File: config.mk
export PLATFORM = sky130hd
export DESIGN_NAME = serial_irq_enable_clear_and_data
export DESIGN_NICKNAME = d
export VERILOG_FILES = /design/src/serial_regs_pkg.sv /design/src/serial_irq_enable_clear_and_data.sv /design/src/word_buffer.sv
export SDC_FILE = /design/constraint.sdc
export NUM_CORES = 1
export LEC_CHECK = 0
export BUFFER_PORTS_ARGS = -buffer_cell sky130_fd_sc_hd__buf_2
export CORE_AREA = 2 2 82 162
export DETAILED_ROUTE_END_ITERATION = 8
export DIE_AREA = 0 0 84 164
export PLACE_DENSITY = 0.58
export REMOVE_ABC_BUFFERS = 1
export SYNTH_ARGS = -nofsm -noshare
export SYNTH_HDL_FRONTEND = slang
export SYNTH_SLANG_ARGS = --single-unit
File: constraint.sdc
create_clock -name I_SYS_CLK -period 1.8 [get_ports I_SYS_CLK]
set_input_delay 0.36 -clock I_SYS_CLK [delete_from_list [all_inputs] [get_ports I_SYS_CLK]]
set_output_delay 0.36 -clock I_SYS_CLK [all_outputs]
set_load 0.05 [all_outputs]
File: src/serial_regs_pkg.sv
// Purpose: shared constants and carriers for the serial port register block
// Assumes: 32-bit avalon-mm register bus, byte addresses
// Notes: offsets of the enable set and flag registers are local choices
`default_nettype none
package serial_regs_pkg;
  localparam logic [7:0] OFS_IRQ_ENABLE_CLEAR = 8'h14;
  localparam logic [7:0] OFS_IRQ_ENABLE_SET = 8'h18;
  localparam logic [7:0] OFS_IRQ_FLAG = 8'h1c;
  localparam logic [7:0] OFS_SERIAL_DATA = 8'h28;
  localparam int BIT_EMPTY = 0;
  localparam int BIT_TX_DONE = 1;
  localparam int BIT_RX_DONE = 2;
  localparam int BIT_RX_START = 3;
  localparam int BIT_CTS_CHANGE = 4;
  localparam int BIT_RX_BREAK = 5;
  localparam int BIT_RESERVED = 6;
  localparam int BIT_ERROR = 7;
  localparam logic [7:0] ENABLE_IMPL_MASK = 8'hbf;
  localparam logic [7:0] ENABLE_RESET = 8'h00;
  localparam logic [15:0] DATA_RESET = 16'h0000;
  localparam int DATA_WIDTH = 9;
  localparam int BUF_DEPTH = 2;

  typedef struct packed {
    logic valid;
    logic [DATA_WIDTH-1:0] data;
  } word_s;

  typedef struct packed {
    logic rx_start;
    logic cts_change;
    logic rx_break;
    logic error;
    logic tx_done;
  } events_s;
endpackage
`default_nettype wire

File: src/serial_irq_enable_clear_and_data.sv
// Purpose: register side of a serial port: interrupt enables and data register
// Assumes: avalon-mm slave, 32-bit data, 40 MHz clock, synchronous reset
// Notes: transmit words queue in a two-entry buffer toward the serial core
//
// What this block does
// - writing zero leaves enable unchanged
// - bit 7 one clears error enable
// - bit 5 one clears receive-break enable
// - bit 4 one clears cts-change enable
// - bit 3 one clears receive-start enable
// - set and clear share enables; read back
// - enables read zero after reset
// - data read returns receive buffer
// - data write loads transmit buffer
`default_nettype none
module serial_irq_enable_clear_and_data
  import serial_regs_pkg::*;
(
  input wire logic I_SYS_CLK,
  input wire logic I_SRST,
  input wire logic [7:0] I_ADDRESS,
  input wire logic I_READ,
  input wire logic I_WRITE,
  input wire logic [31:0] I_WRITEDATA,
  input wire logic [3:0] I_BYTEENABLE,
  output logic [31:0] O_READDATA,
  output logic O_WAITREQUEST,
  output logic [1:0] O_RESPONSE,
  output logic O_TX_VALID,
  output logic [DATA_WIDTH-1:0] O_TX_DATA,
  input wire logic I_TX_READY,
  input wire logic I_RX_VALID,
  input wire logic [DATA_WIDTH-1:0] I_RX_DATA,
  input wire logic I_EVT_RX_START,
  input wire logic I_EVT_CTS_CHANGE,
  input wire logic I_EVT_RX_BREAK,
  input wire logic I_EVT_ERROR,
  input wire logic I_EVT_TX_DONE,
  output logic O_IRQ_ENABLE_ERROR,
  output logic [7:0] O_IRQ_ENABLE
);
  logic [7:0] irq_enable;
  logic [7:0] irq_flag;
  logic [DATA_WIDTH-1:0] rx_word;
  logic rx_full;
  logic answered;
  logic req;
  logic wr_hit;
  logic rd_hit;
  logic [31:0] next_readdata;
  logic [1:0] next_response;
  logic buf_in_ready;
  logic buf_out_valid;
  logic [DATA_WIDTH-1:0] buf_out_data;
  logic tx_push;
  logic tx_sent;
  logic [7:0] wr_byte0;
  logic [15:0] wr_half;
  events_s evt;

  function automatic logic is_mapped(input logic [7:0] a);
    is_mapped = (a == OFS_IRQ_ENABLE_CLEAR) || (a == OFS_IRQ_ENABLE_SET) ||
                (a == OFS_IRQ_FLAG) || (a == OFS_SERIAL_DATA);
  endfunction

  // one-wait-state slave: request taken the cycle after it appears
  assign req = (I_READ || I_WRITE) && !answered;
  assign wr_hit = I_WRITE && !answered;
  assign rd_hit = I_READ && !answered;
  assign wr_byte0 = I_BYTEENABLE[0] ? I_WRITEDATA[7:0] : 8'h00;
  assign wr_half = {I_BYTEENABLE[1] ? I_WRITEDATA[15:8] : 8'h00, wr_byte0};
  assign evt = '{rx_start: I_EVT_RX_START, cts_change: I_EVT_CTS_CHANGE,
                 rx_break: I_EVT_RX_BREAK, error: I_EVT_ERROR, tx_done: I_EVT_TX_DONE};
  assign tx_push = wr_hit && (I_ADDRESS == OFS_SERIAL_DATA) && I_BYTEENABLE[0];
  assign tx_sent = buf_out_valid && I_TX_READY;

  always_ff @(posedge I_SYS_CLK) begin
    if (I_SRST) begin
      answered <= 1'b0;
      O_WAITREQUEST <= 1'b1;
    end else begin
      answered <= req;
      O_WAITREQUEST <= !req;
    end
  end

  // single shared enable store: no read-modify-write needed to clear one source
  always_ff @(posedge I_SYS_CLK) begin
    if (I_SRST) begin
      irq_enable <= ENABLE_RESET;
    end else if (wr_hit && I_ADDRESS == OFS_IRQ_ENABLE_CLEAR) begin
      irq_enable <= irq_enable & ~(wr_byte0 & ENABLE_IMPL_MASK);
    end else if (wr_hit && I_ADDRESS == OFS_IRQ_ENABLE_SET) begin
      irq_enable <= irq_enable | (wr_byte0 & ENABLE_IMPL_MASK);
    end
  end

  // sticky event flags; a new event wins over a software clear in the same cycle
  always_ff @(posedge I_SYS_CLK) begin
    if (I_SRST) begin
      irq_flag <= ENABLE_RESET;
    end else begin
      logic [7:0] clr;
      logic [7:0] set;
      clr = (wr_hit && I_ADDRESS == OFS_IRQ_FLAG) ? wr_byte0 : 8'h00;
      set = 8'h00;
      set[BIT_RX_START] = evt.rx_start;
      set[BIT_CTS_CHANGE] = evt.cts_change;
      set[BIT_RX_BREAK] = evt.rx_break;
      set[BIT_ERROR] = evt.error;
      set[BIT_TX_DONE] = evt.tx_done;
      irq_flag <= ((irq_flag & ~clr) | set) & ENABLE_IMPL_MASK & ~8'h05;
    end
  end

  // receive holding register; a word arriving while full overwrites the old one
  always_ff @(posedge I_SYS_CLK) begin
    if (I_SRST) begin
      rx_word <= DATA_RESET[DATA_WIDTH-1:0];
      rx_full <= 1'b0;
    end else if (I_RX_VALID) begin
      rx_word <= I_RX_DATA;
      rx_full <= 1'b1;
    end else if (rd_hit && I_ADDRESS == OFS_SERIAL_DATA) begin
      rx_full <= 1'b0;
    end
  end

  always_comb begin
    next_readdata = 32'h0000_0000;
    next_response = 2'b00;
    if (!is_mapped(I_ADDRESS)) begin
      next_response = 2'b10;
    end else if (I_READ) begin
      unique case (I_ADDRESS)
        OFS_IRQ_ENABLE_CLEAR, OFS_IRQ_ENABLE_SET: begin
          next_readdata[7:0] = irq_enable & ENABLE_IMPL_MASK;
        end
        OFS_IRQ_FLAG: begin
          next_readdata[7:0] = irq_flag;
          next_readdata[BIT_EMPTY] = buf_in_ready;
          next_readdata[BIT_RX_DONE] = rx_full;
        end
        OFS_SERIAL_DATA: begin
          next_readdata[DATA_WIDTH-1:0] = rx_word;
        end
        default: begin
          next_readdata = 32'h0000_0000;
        end
      endcase
    end
  end

  always_ff @(posedge I_SYS_CLK) begin
    if (I_SRST) begin
      O_READDATA <= 32'h0000_0000;
      O_RESPONSE <= 2'b00;
    end else if (req) begin
      O_READDATA <= next_readdata;
      O_RESPONSE <= next_response;
    end
  end

  // a write when the buffer is full is dropped; software waits for the empty flag
  word_buffer #(
    .WIDTH(DATA_WIDTH),
    .DEPTH(BUF_DEPTH)
  ) u_tx_buffer (
    .clk(I_SYS_CLK),
    .srst(I_SRST),
    .i_valid(tx_push),
    .i_data(wr_half[DATA_WIDTH-1:0]),
    .o_ready(buf_in_ready),
    .o_valid(buf_out_valid),
    .o_data(buf_out_data),
    .i_ready(tx_sent || !O_TX_VALID)
  );

  // output stage register so the core sees flip-flop driven data
  always_ff @(posedge I_SYS_CLK) begin
    if (I_SRST) begin
      O_TX_VALID <= 1'b0;
      O_TX_DATA <= DATA_RESET[DATA_WIDTH-1:0];
    end else if (!O_TX_VALID || I_TX_READY) begin
      O_TX_VALID <= buf_out_valid;
      O_TX_DATA <= buf_out_data;
    end
  end

  always_ff @(posedge I_SYS_CLK) begin
    if (I_SRST) begin
      O_IRQ_ENABLE <= ENABLE_RESET;
      O_IRQ_ENABLE_ERROR <= 1'b0;
    end else begin
      O_IRQ_ENABLE <= irq_enable;
      O_IRQ_ENABLE_ERROR <= irq_enable[BIT_ERROR];
    end
  end
endmodule
`default_nettype wire

File: src/word_buffer.sv
// Purpose: two-entry valid/ready buffer for serial data words
// Assumes: single clock, synchronous active-high reset
// Notes: full and empty are exact; ready drops when both slots hold data
`default_nettype none
module word_buffer
  import serial_regs_pkg::*;
#(
  parameter int WIDTH = DATA_WIDTH,
  parameter int DEPTH = BUF_DEPTH
) (
  input wire logic clk,
  input wire logic srst,
  input wire logic i_valid,
  input wire logic [WIDTH-1:0] i_data,
  output logic o_ready,
  output logic o_valid,
  output logic [WIDTH-1:0] o_data,
  input wire logic i_ready
);
  localparam int AW = (DEPTH > 1) ? $clog2(DEPTH) : 1;
  logic [WIDTH-1:0] mem [DEPTH];
  logic [AW-1:0] wr_ptr;
  logic [AW-1:0] rd_ptr;
  logic [AW:0] count;
  logic push;
  logic pop;

  assign push = i_valid && o_ready;
  assign pop = o_valid && i_ready;
  assign o_ready = (count != (AW+1)'(DEPTH));
  assign o_valid = (count != '0);
  assign o_data = mem[rd_ptr];

  always_ff @(posedge clk) begin
    if (push) begin
      mem[wr_ptr] <= i_data;
    end
  end

  always_ff @(posedge clk) begin
    if (srst) begin
      wr_ptr <= '0;
      rd_ptr <= '0;
      count <= '0;
    end else begin
      if (push) begin
        wr_ptr <= (wr_ptr == AW'(DEPTH - 1)) ? '0 : wr_ptr + 1'b1;
      end
      if (pop) begin
        rd_ptr <= (rd_ptr == AW'(DEPTH - 1)) ? '0 : rd_ptr + 1'b1;
      end
      count <= count + (AW+1)'(push) - (AW+1)'(pop);
    end
  end
endmodule
`default_nettype wire
# --- After elaboration in Yosys (flattened, before gate mapping) ---
# Memories as Yosys holds them, arrays and structs flattened. A register that Yosys moved wholly into a read port is not among the register bits.
# Cells that the tools add are included.
word_totals:
  latch_bits: 0
  romBits: 0
  reg_bits: 76
  wordCells: 72
  mem_count: 1
  ram_bits: 18
  input_bits: 64
classes:
  bitwise: 6
  eq_ne: 5
  n_reduce_logical: 25
  addsub: 4
  n_mul: 0
  muxes: 16
  n_div: 0
  shift: 0
  magnitude_cmp: 0
memory_table:
  columns: ["name", "words", "word_bits", "read_ports", "rd_clocked_by_memory_dff", "wr", "line_no", "source"]
  rows:
  - ["u_tx_buffer.mem", 2, 9, 1, 1, 1, "word_buffer.sv:21", "logic [WIDTH-1:0] mem [DEPTH];"]
op_table:
  columns: ["op", "n"]
  rows:
  - ["$mux W8", 4]
  - ["$eq A8 B5 Y1 const B", 3]
  - ["$pmux W8 S3", 1]
  - ["$mux W9", 2]
  - ["$and A8 B8 Y8", 2]
  - ["$not A8 Y8", 2]
  - ["$or A8 B8 Y8", 2]
  - ["$logic_and A1 B1 Y1", 12]
  - ["$eq A8 B6 Y1 const B", 1]
  - ["$mux W1", 8]
  - ["$logic_or A1 B1 Y1", 6]
  - ["$reduce_bool A2 Y1", 3]
  - ["$logic_not A1 Y1", 3]
  - ["$add A1 B1 Y1 const B", 2]
  - ["$add A2 B1 Y2", 1]
  - ["$mux W2", 1]
  - ["$ne A2 B2 Y1 const B", 1]
  - ["$reduce_or A2 Y1", 1]
  - ["$sub A2 B1 Y2", 1]

# --- Logic depth before layout (Yosys ltp) ---
logic_depth:
  ltp_word: 7
  depth_mapped: 8
  mapped_depth_nobuf: 8

# --- Cells and area by module ---
# From an unflattened synthesis, not the netlist that was laid out.
unflattened:
  cells_unflattened: 298
  hier_area_um2: 3093.0
modules_own_cells:
  columns: ["mod", "cells_each", "area_each_um2", "instances"]
  rows:
  - ["serial_irq_enable_clear_and_data", 243, 2180.8, 1]
  - ["word_buffer", 55, 912.1, 1]

# --- Least setup slack after synthesis ---
# Ideal clock, no wire load.
synth_timing:
  path_kind: "register -> register"
  from: "register O_TX_VALID"
  to: "register u_tx_buffer.count[1]"
  t_arrival_ps: 1681
  t_required_ps: 1672
  setup_ps: 128
  path_slack_ps: -8
  path_stages_with_launch: 9
  path_cell_list: "dfxtp_1 > nand2b_1 > o21a_1 > ha_1 > inv_1 > ha_1 > xor2_1 > xnor2_1 > nor2_1"
synth_via:
  elab_chain_cells: 4
synth_rtl:
  columns: ["element", "line_no", "source"]
  rows:
  - ["start, declared", "serial_irq_enable_clear_and_data.sv:29", "output logic O_TX_VALID,"]
  - ["start signal, assigned", "serial_irq_enable_clear_and_data.sv:185", "O_TX_VALID <= buf_out_valid;"]
  - ["$logic_not A1 Y1", "serial_irq_enable_clear_and_data.sv:176", ".i_ready(tx_sent || !O_TX_VALID)"]
  - ["$logic_or A1 B1 Y1", "serial_irq_enable_clear_and_data.sv:176", null]
  - ["$logic_and A1 B1 Y1", "word_buffer.sv:29", "assign pop = o_valid && i_ready;"]
  - ["net u_tx_buffer.pop", "word_buffer.sv:26", "logic pop;"]
  - ["$sub A2 B1 Y2", "word_buffer.sv:52", "count <= count + (AW+1)'(push) - (AW+1)'(pop);"]
  - ["end signal, assigned", "word_buffer.sv:52", null]
  - ["end, declared", "word_buffer.sv:24", "logic [AW:0] count;"]
# The timed path passes the listed nets, and every way through them passes these cells.
# A chain may end at the register's enable or synchronous reset.

# --- Final worst setup path ---
# Ends and elaborated chain as after synthesis.

==> reports/summary.md <==
The met1 wire length was 2520 um; the initial standard-cell utilization of the core was 24.3%. TritonCTS built the clock tree. Routability-driven placement finished with a final weighted congestion of 0.732.

The share of synthesized cell area in full adder, half adder and majority cells was 0.821%; the leakage component of the power was 1.68 nW. The tools report the number of buffers inserted during clock tree synthesis as 9. For the maximum root-to-sink buffer count, the log shows 2. Measured against the total synthesized area, the mux share comes to 5.91%. Walking the worst path, the cells encountered are nand2b_1, o21a_1, ha_1, inv_1, ha_1, xor2_1, xnor2_1, nor2_1.

Clock tree synthesis selected as its root buffer the cell clkbuf_16. For this design, the slowest cell found on the critical path is dfxtp_1. The tools report the number of global-route vias before repair as 2121. The total overflow left after global routing is 0.

Library cell with the largest summed area after synthesis: dfxtp_1. In the final routed layout, each cell accounts on average for 13.2 um. The tools report the number of nets in the layout as 428. The tool flagged a number of max-cap violations equal to 0.

The via total after detailed routing came out at 2183. The flow ran to the end, and the final reports show no timing, DRC or antenna violations. The worst path in the final design needs a cycle of 1.55 ns, including I/O delays and setup. In the routed design, unresolved DRC markers number 0. For the final hold violation count, the log shows 0. Setup repair after global routing left no endpoint under its margin. Of the total synthesized cell area, the portion taken by AND, OR, NAND and NOR gates is 14.2%.

Clock-pin slew was measured on the worst setup and hold paths at 0.06 ns. The layout cell share with drive strength beyond 1 works out to 29.4%. Entering global routing, the biggest net connects 22 pins. The logs give 0 for the number of setup buffers added after CTS and 2.02 ns for the data required time at the worst endpoint. Counting cells, the worst reg-to-reg path comes to 8.

Of the post-synthesis cell area, the dominant cell type holds 36.1%. The maximum level of the CTS H-tree came out at 3. The critical path is of the reg -> reg type.

In the detailed route, the total length drawn on met2 is 3720 um. The logs give 10.5% for the total routing usage reported by global routing and 6810 um for the detailed-route wire length. After floorplanning, the core was divided into 58 placement rows. For the total power consumption of the routed design, the log shows 4.30 mW.

For this run, the slowest stage of the critical path takes 0.33 ns. The tools report the number of detailed-routing iterations run before antenna repair as 4. For the combined area of all synthesized cells, the log shows 3050 um^2.

Among the stages of the critical path, the cell type that occurs most often is ha_1. Summing the areas of all compound-gate instances in the mapped netlist gives 13.6% of the synthesized area. The classification of the worst-slack hold path was in -> reg.

The first global-routing pass estimated 10900 um of wire. Setup violations remaining at the end of the flow were counted as 0. Count of input and output buffers: 67. 118 I/O pins were placed.

At the worst endpoint, the arrival time is 1.77 ns. The floorplan step set the die height to 164 um. The number of antenna diodes in the final layout is 0. Once the clock tree was built, the resizer swapped 0 gates to a different size. After synthesis, the share of flip-flops with an asynchronous set or reset is 0%. The count of state elements after synthesis is 73, and the initial antenna violation count is 0. The destination of the worst register-to-register timing path was u_tx_buffer.count[1].

Adding up every negative setup slack in the final design gives 0 ns. The worst-case IR drop observed on VDD is 0.535 mV. The startpoint identified for the worst register-to-register timing path is O_TX_VALID.

The synthesized netlist devotes 1.44% of its cell area to XOR and XNOR gates. Following the worst setup path forward leads to its endpoint at u_tx_buffer.count[1]. After detailed routing, the number of vias per cell comes to 4.22. Headroom to the max-slew limit came out at 62.3%. The slew at the pin closest to its max-slew limit is 0.565 ns. The power density over cell area came out at 1130 nW/um^2. The critical path starts at O_TX_VALID. For the floorplan die area, the log shows 13800 um^2. For this run, the number of Yosys warnings is 0. From left edge to right edge, the die measures 84 um. Counting every sink on the clock net gives 73. After detailed routing, no signal wire sits above met4. The standard cell core area came out at 12600 um^2.

The total length of routed met3 wires was 405 um; the number of design-rule violations left by the first detailed-router iteration was 84. For the hold buffer count at cts, the log shows 0. For the number of antenna-violating nets in the routed design, the log shows 0. Based on the critical path, the design can be clocked at up to 643 MHz. For the worst-skew pair, the clock arrives at the later sink with an insertion delay of 0.33 ns. For this run, the register share of the synthesized area comes to 53.9%. In this run, synthesis inferred 18 flip-flops with an integrated enable.

Counting every instance in the synthesized netlist gives 285. The worst setup path is launched from a flop. The filler cells instantiated in the layout total 1305. Across all hold checks on the routed design, the worst slack comes to 0.261 ns.

The combinational family with the most area after synthesis is simple AND/OR/NAND/NOR gates. The logs give 5460 um for the estimated wirelength of the detail-placed design and 0.25 ns for the reg-to-reg setup timing slack. The tools report the worst clock skew as 0.00564 ns. In the post-synthesis netlist, the biggest area contributors are dfxtp_1 36%, edfxtp_1 18%, buf_4 6.7%, mux2i_1 5.9%, nor2_1 4.2%. Along the worst path, the maximum fanout reaches 2. Area overhead of the layout relative to synthesis: 24.9%. The tools report the kind of capture point of the worst setup path as a flop. Dominant register cell in the synthesized netlist: dfxtp_1. The logs give 38 for the number of distinct library cells after synthesis and 0 for the total count of max-transition violations in the final report.

Of the available clock period, the critical path in the final layout requires 86.3%. Averaged over all synthesized cells, the footprint is 10.7 um^2.
## final cells by class
type                    instances  area (um^2)  area share, %
multi-input cells             186         1190           31.2
clock inverters                 6         42.5           1.12
well taps                     150          188           4.93
repair buffers                 81          465           12.2
inverters                      11         41.3           1.08
clock buffers                  10          239           6.28
flip-flops and latches         73         1640           43.1
## synth_stat cells, types with 8 or more instances
cell       number
nand2_1         9
buf_4          27
dfxtp_1        55
a211oi_1       14
o2bb2ai_1       8
mux2i_1        18
inv_1          11
edfxtp_1       18
nor2_1         34
nor2b_1        11
## worst max-delay path, delay by kind of cell (launching register included)
kind | cells | cell delay [ns]
xor+xnor | 2 | 0.33
compound gates | 1 | 0.13
buf+inv | 1 | 0.06
flops | 1 | 0.33
fa+ha+maj | 2 | 0.45
simple gates | 2 | 0.14
## metal layers
layer  GRT usage, %  vias up
met3           3.32       13
met5              0        -
met2           19.4       82
li1               -     1108
met1           10.4      980
met4           5.21        0
## worst min-delay path by stage
stage / from / endpoint / slack (ns) / cells after the start
after CTS: I_RX_DATA[3] / rx_word[3] / 0.25 / 3
after floorplan: I_SRST / O_TX_VALID / 0.43 / 1
after detailed placement: O_READDATA[8] / O_READDATA[8] / 0.45 / 1
final: I_RX_DATA[3] / rx_word[3] / 0.26 / 3
after global routing: I_RX_DATA[7] / rx_word[7] / 0.25 / 3
after global placement: O_READDATA[6] / O_READDATA[6] / 0.46 / 1
## sequential cells by signal (all words and copies together) (netlist names), 2 cells and up, named ones only
signal / count
O_IRQ_ENABLE: 7
O_READDATA: 9
O_TX_DATA: 9
irq_flag: 5
rx_word: 9
u_tx_buffer.count: 2
u_tx_buffer.mem: 18
## cells by family after synthesis
| group | Yosys count |
|---|---|
| xor gates and xnor gates | 5 |
| adders and majority gates | 2 |
| AOI/OAI and AO/OA | 56 |
| DFF | 73 |
| other | 1 |
| and+or+nand+nor | 80 |
| muxes | 18 |
| buffers and inverters | 50 |
## layout by cell type, fill, tap and decap left out, drive strengths merged, types with 8 or more instances in the layout
cell and n:
a211oi 14, buf 81, clkbuf 10, conb 25, dfxtp 55, edfxtp 18
inv 12, mux2i 18, nand2 10, nor2 35, nor2b 11, o21ai 14
o2bb2ai 8
## report_power, final
part,internal [mW],switching [mW]
clock network,0.971,0.678
logic,0.258,0.534
registers,1.78,0.0832
## metrics by stage
step                      cells  utilization [%]  area, um^2  setup slack, ns
final                       517             30.3        3810            0.246
after global routing        517             30.3        3810            0.133
after CTS                   517             30.3        3810            0.208
after detailed placement    501             28.1        3520          0.00834
after global placement      501             28.1        3520           0.0702
after floorplan             270                -        2870           -0.374
No activity file was read; power rests on OpenSTA's default activity.
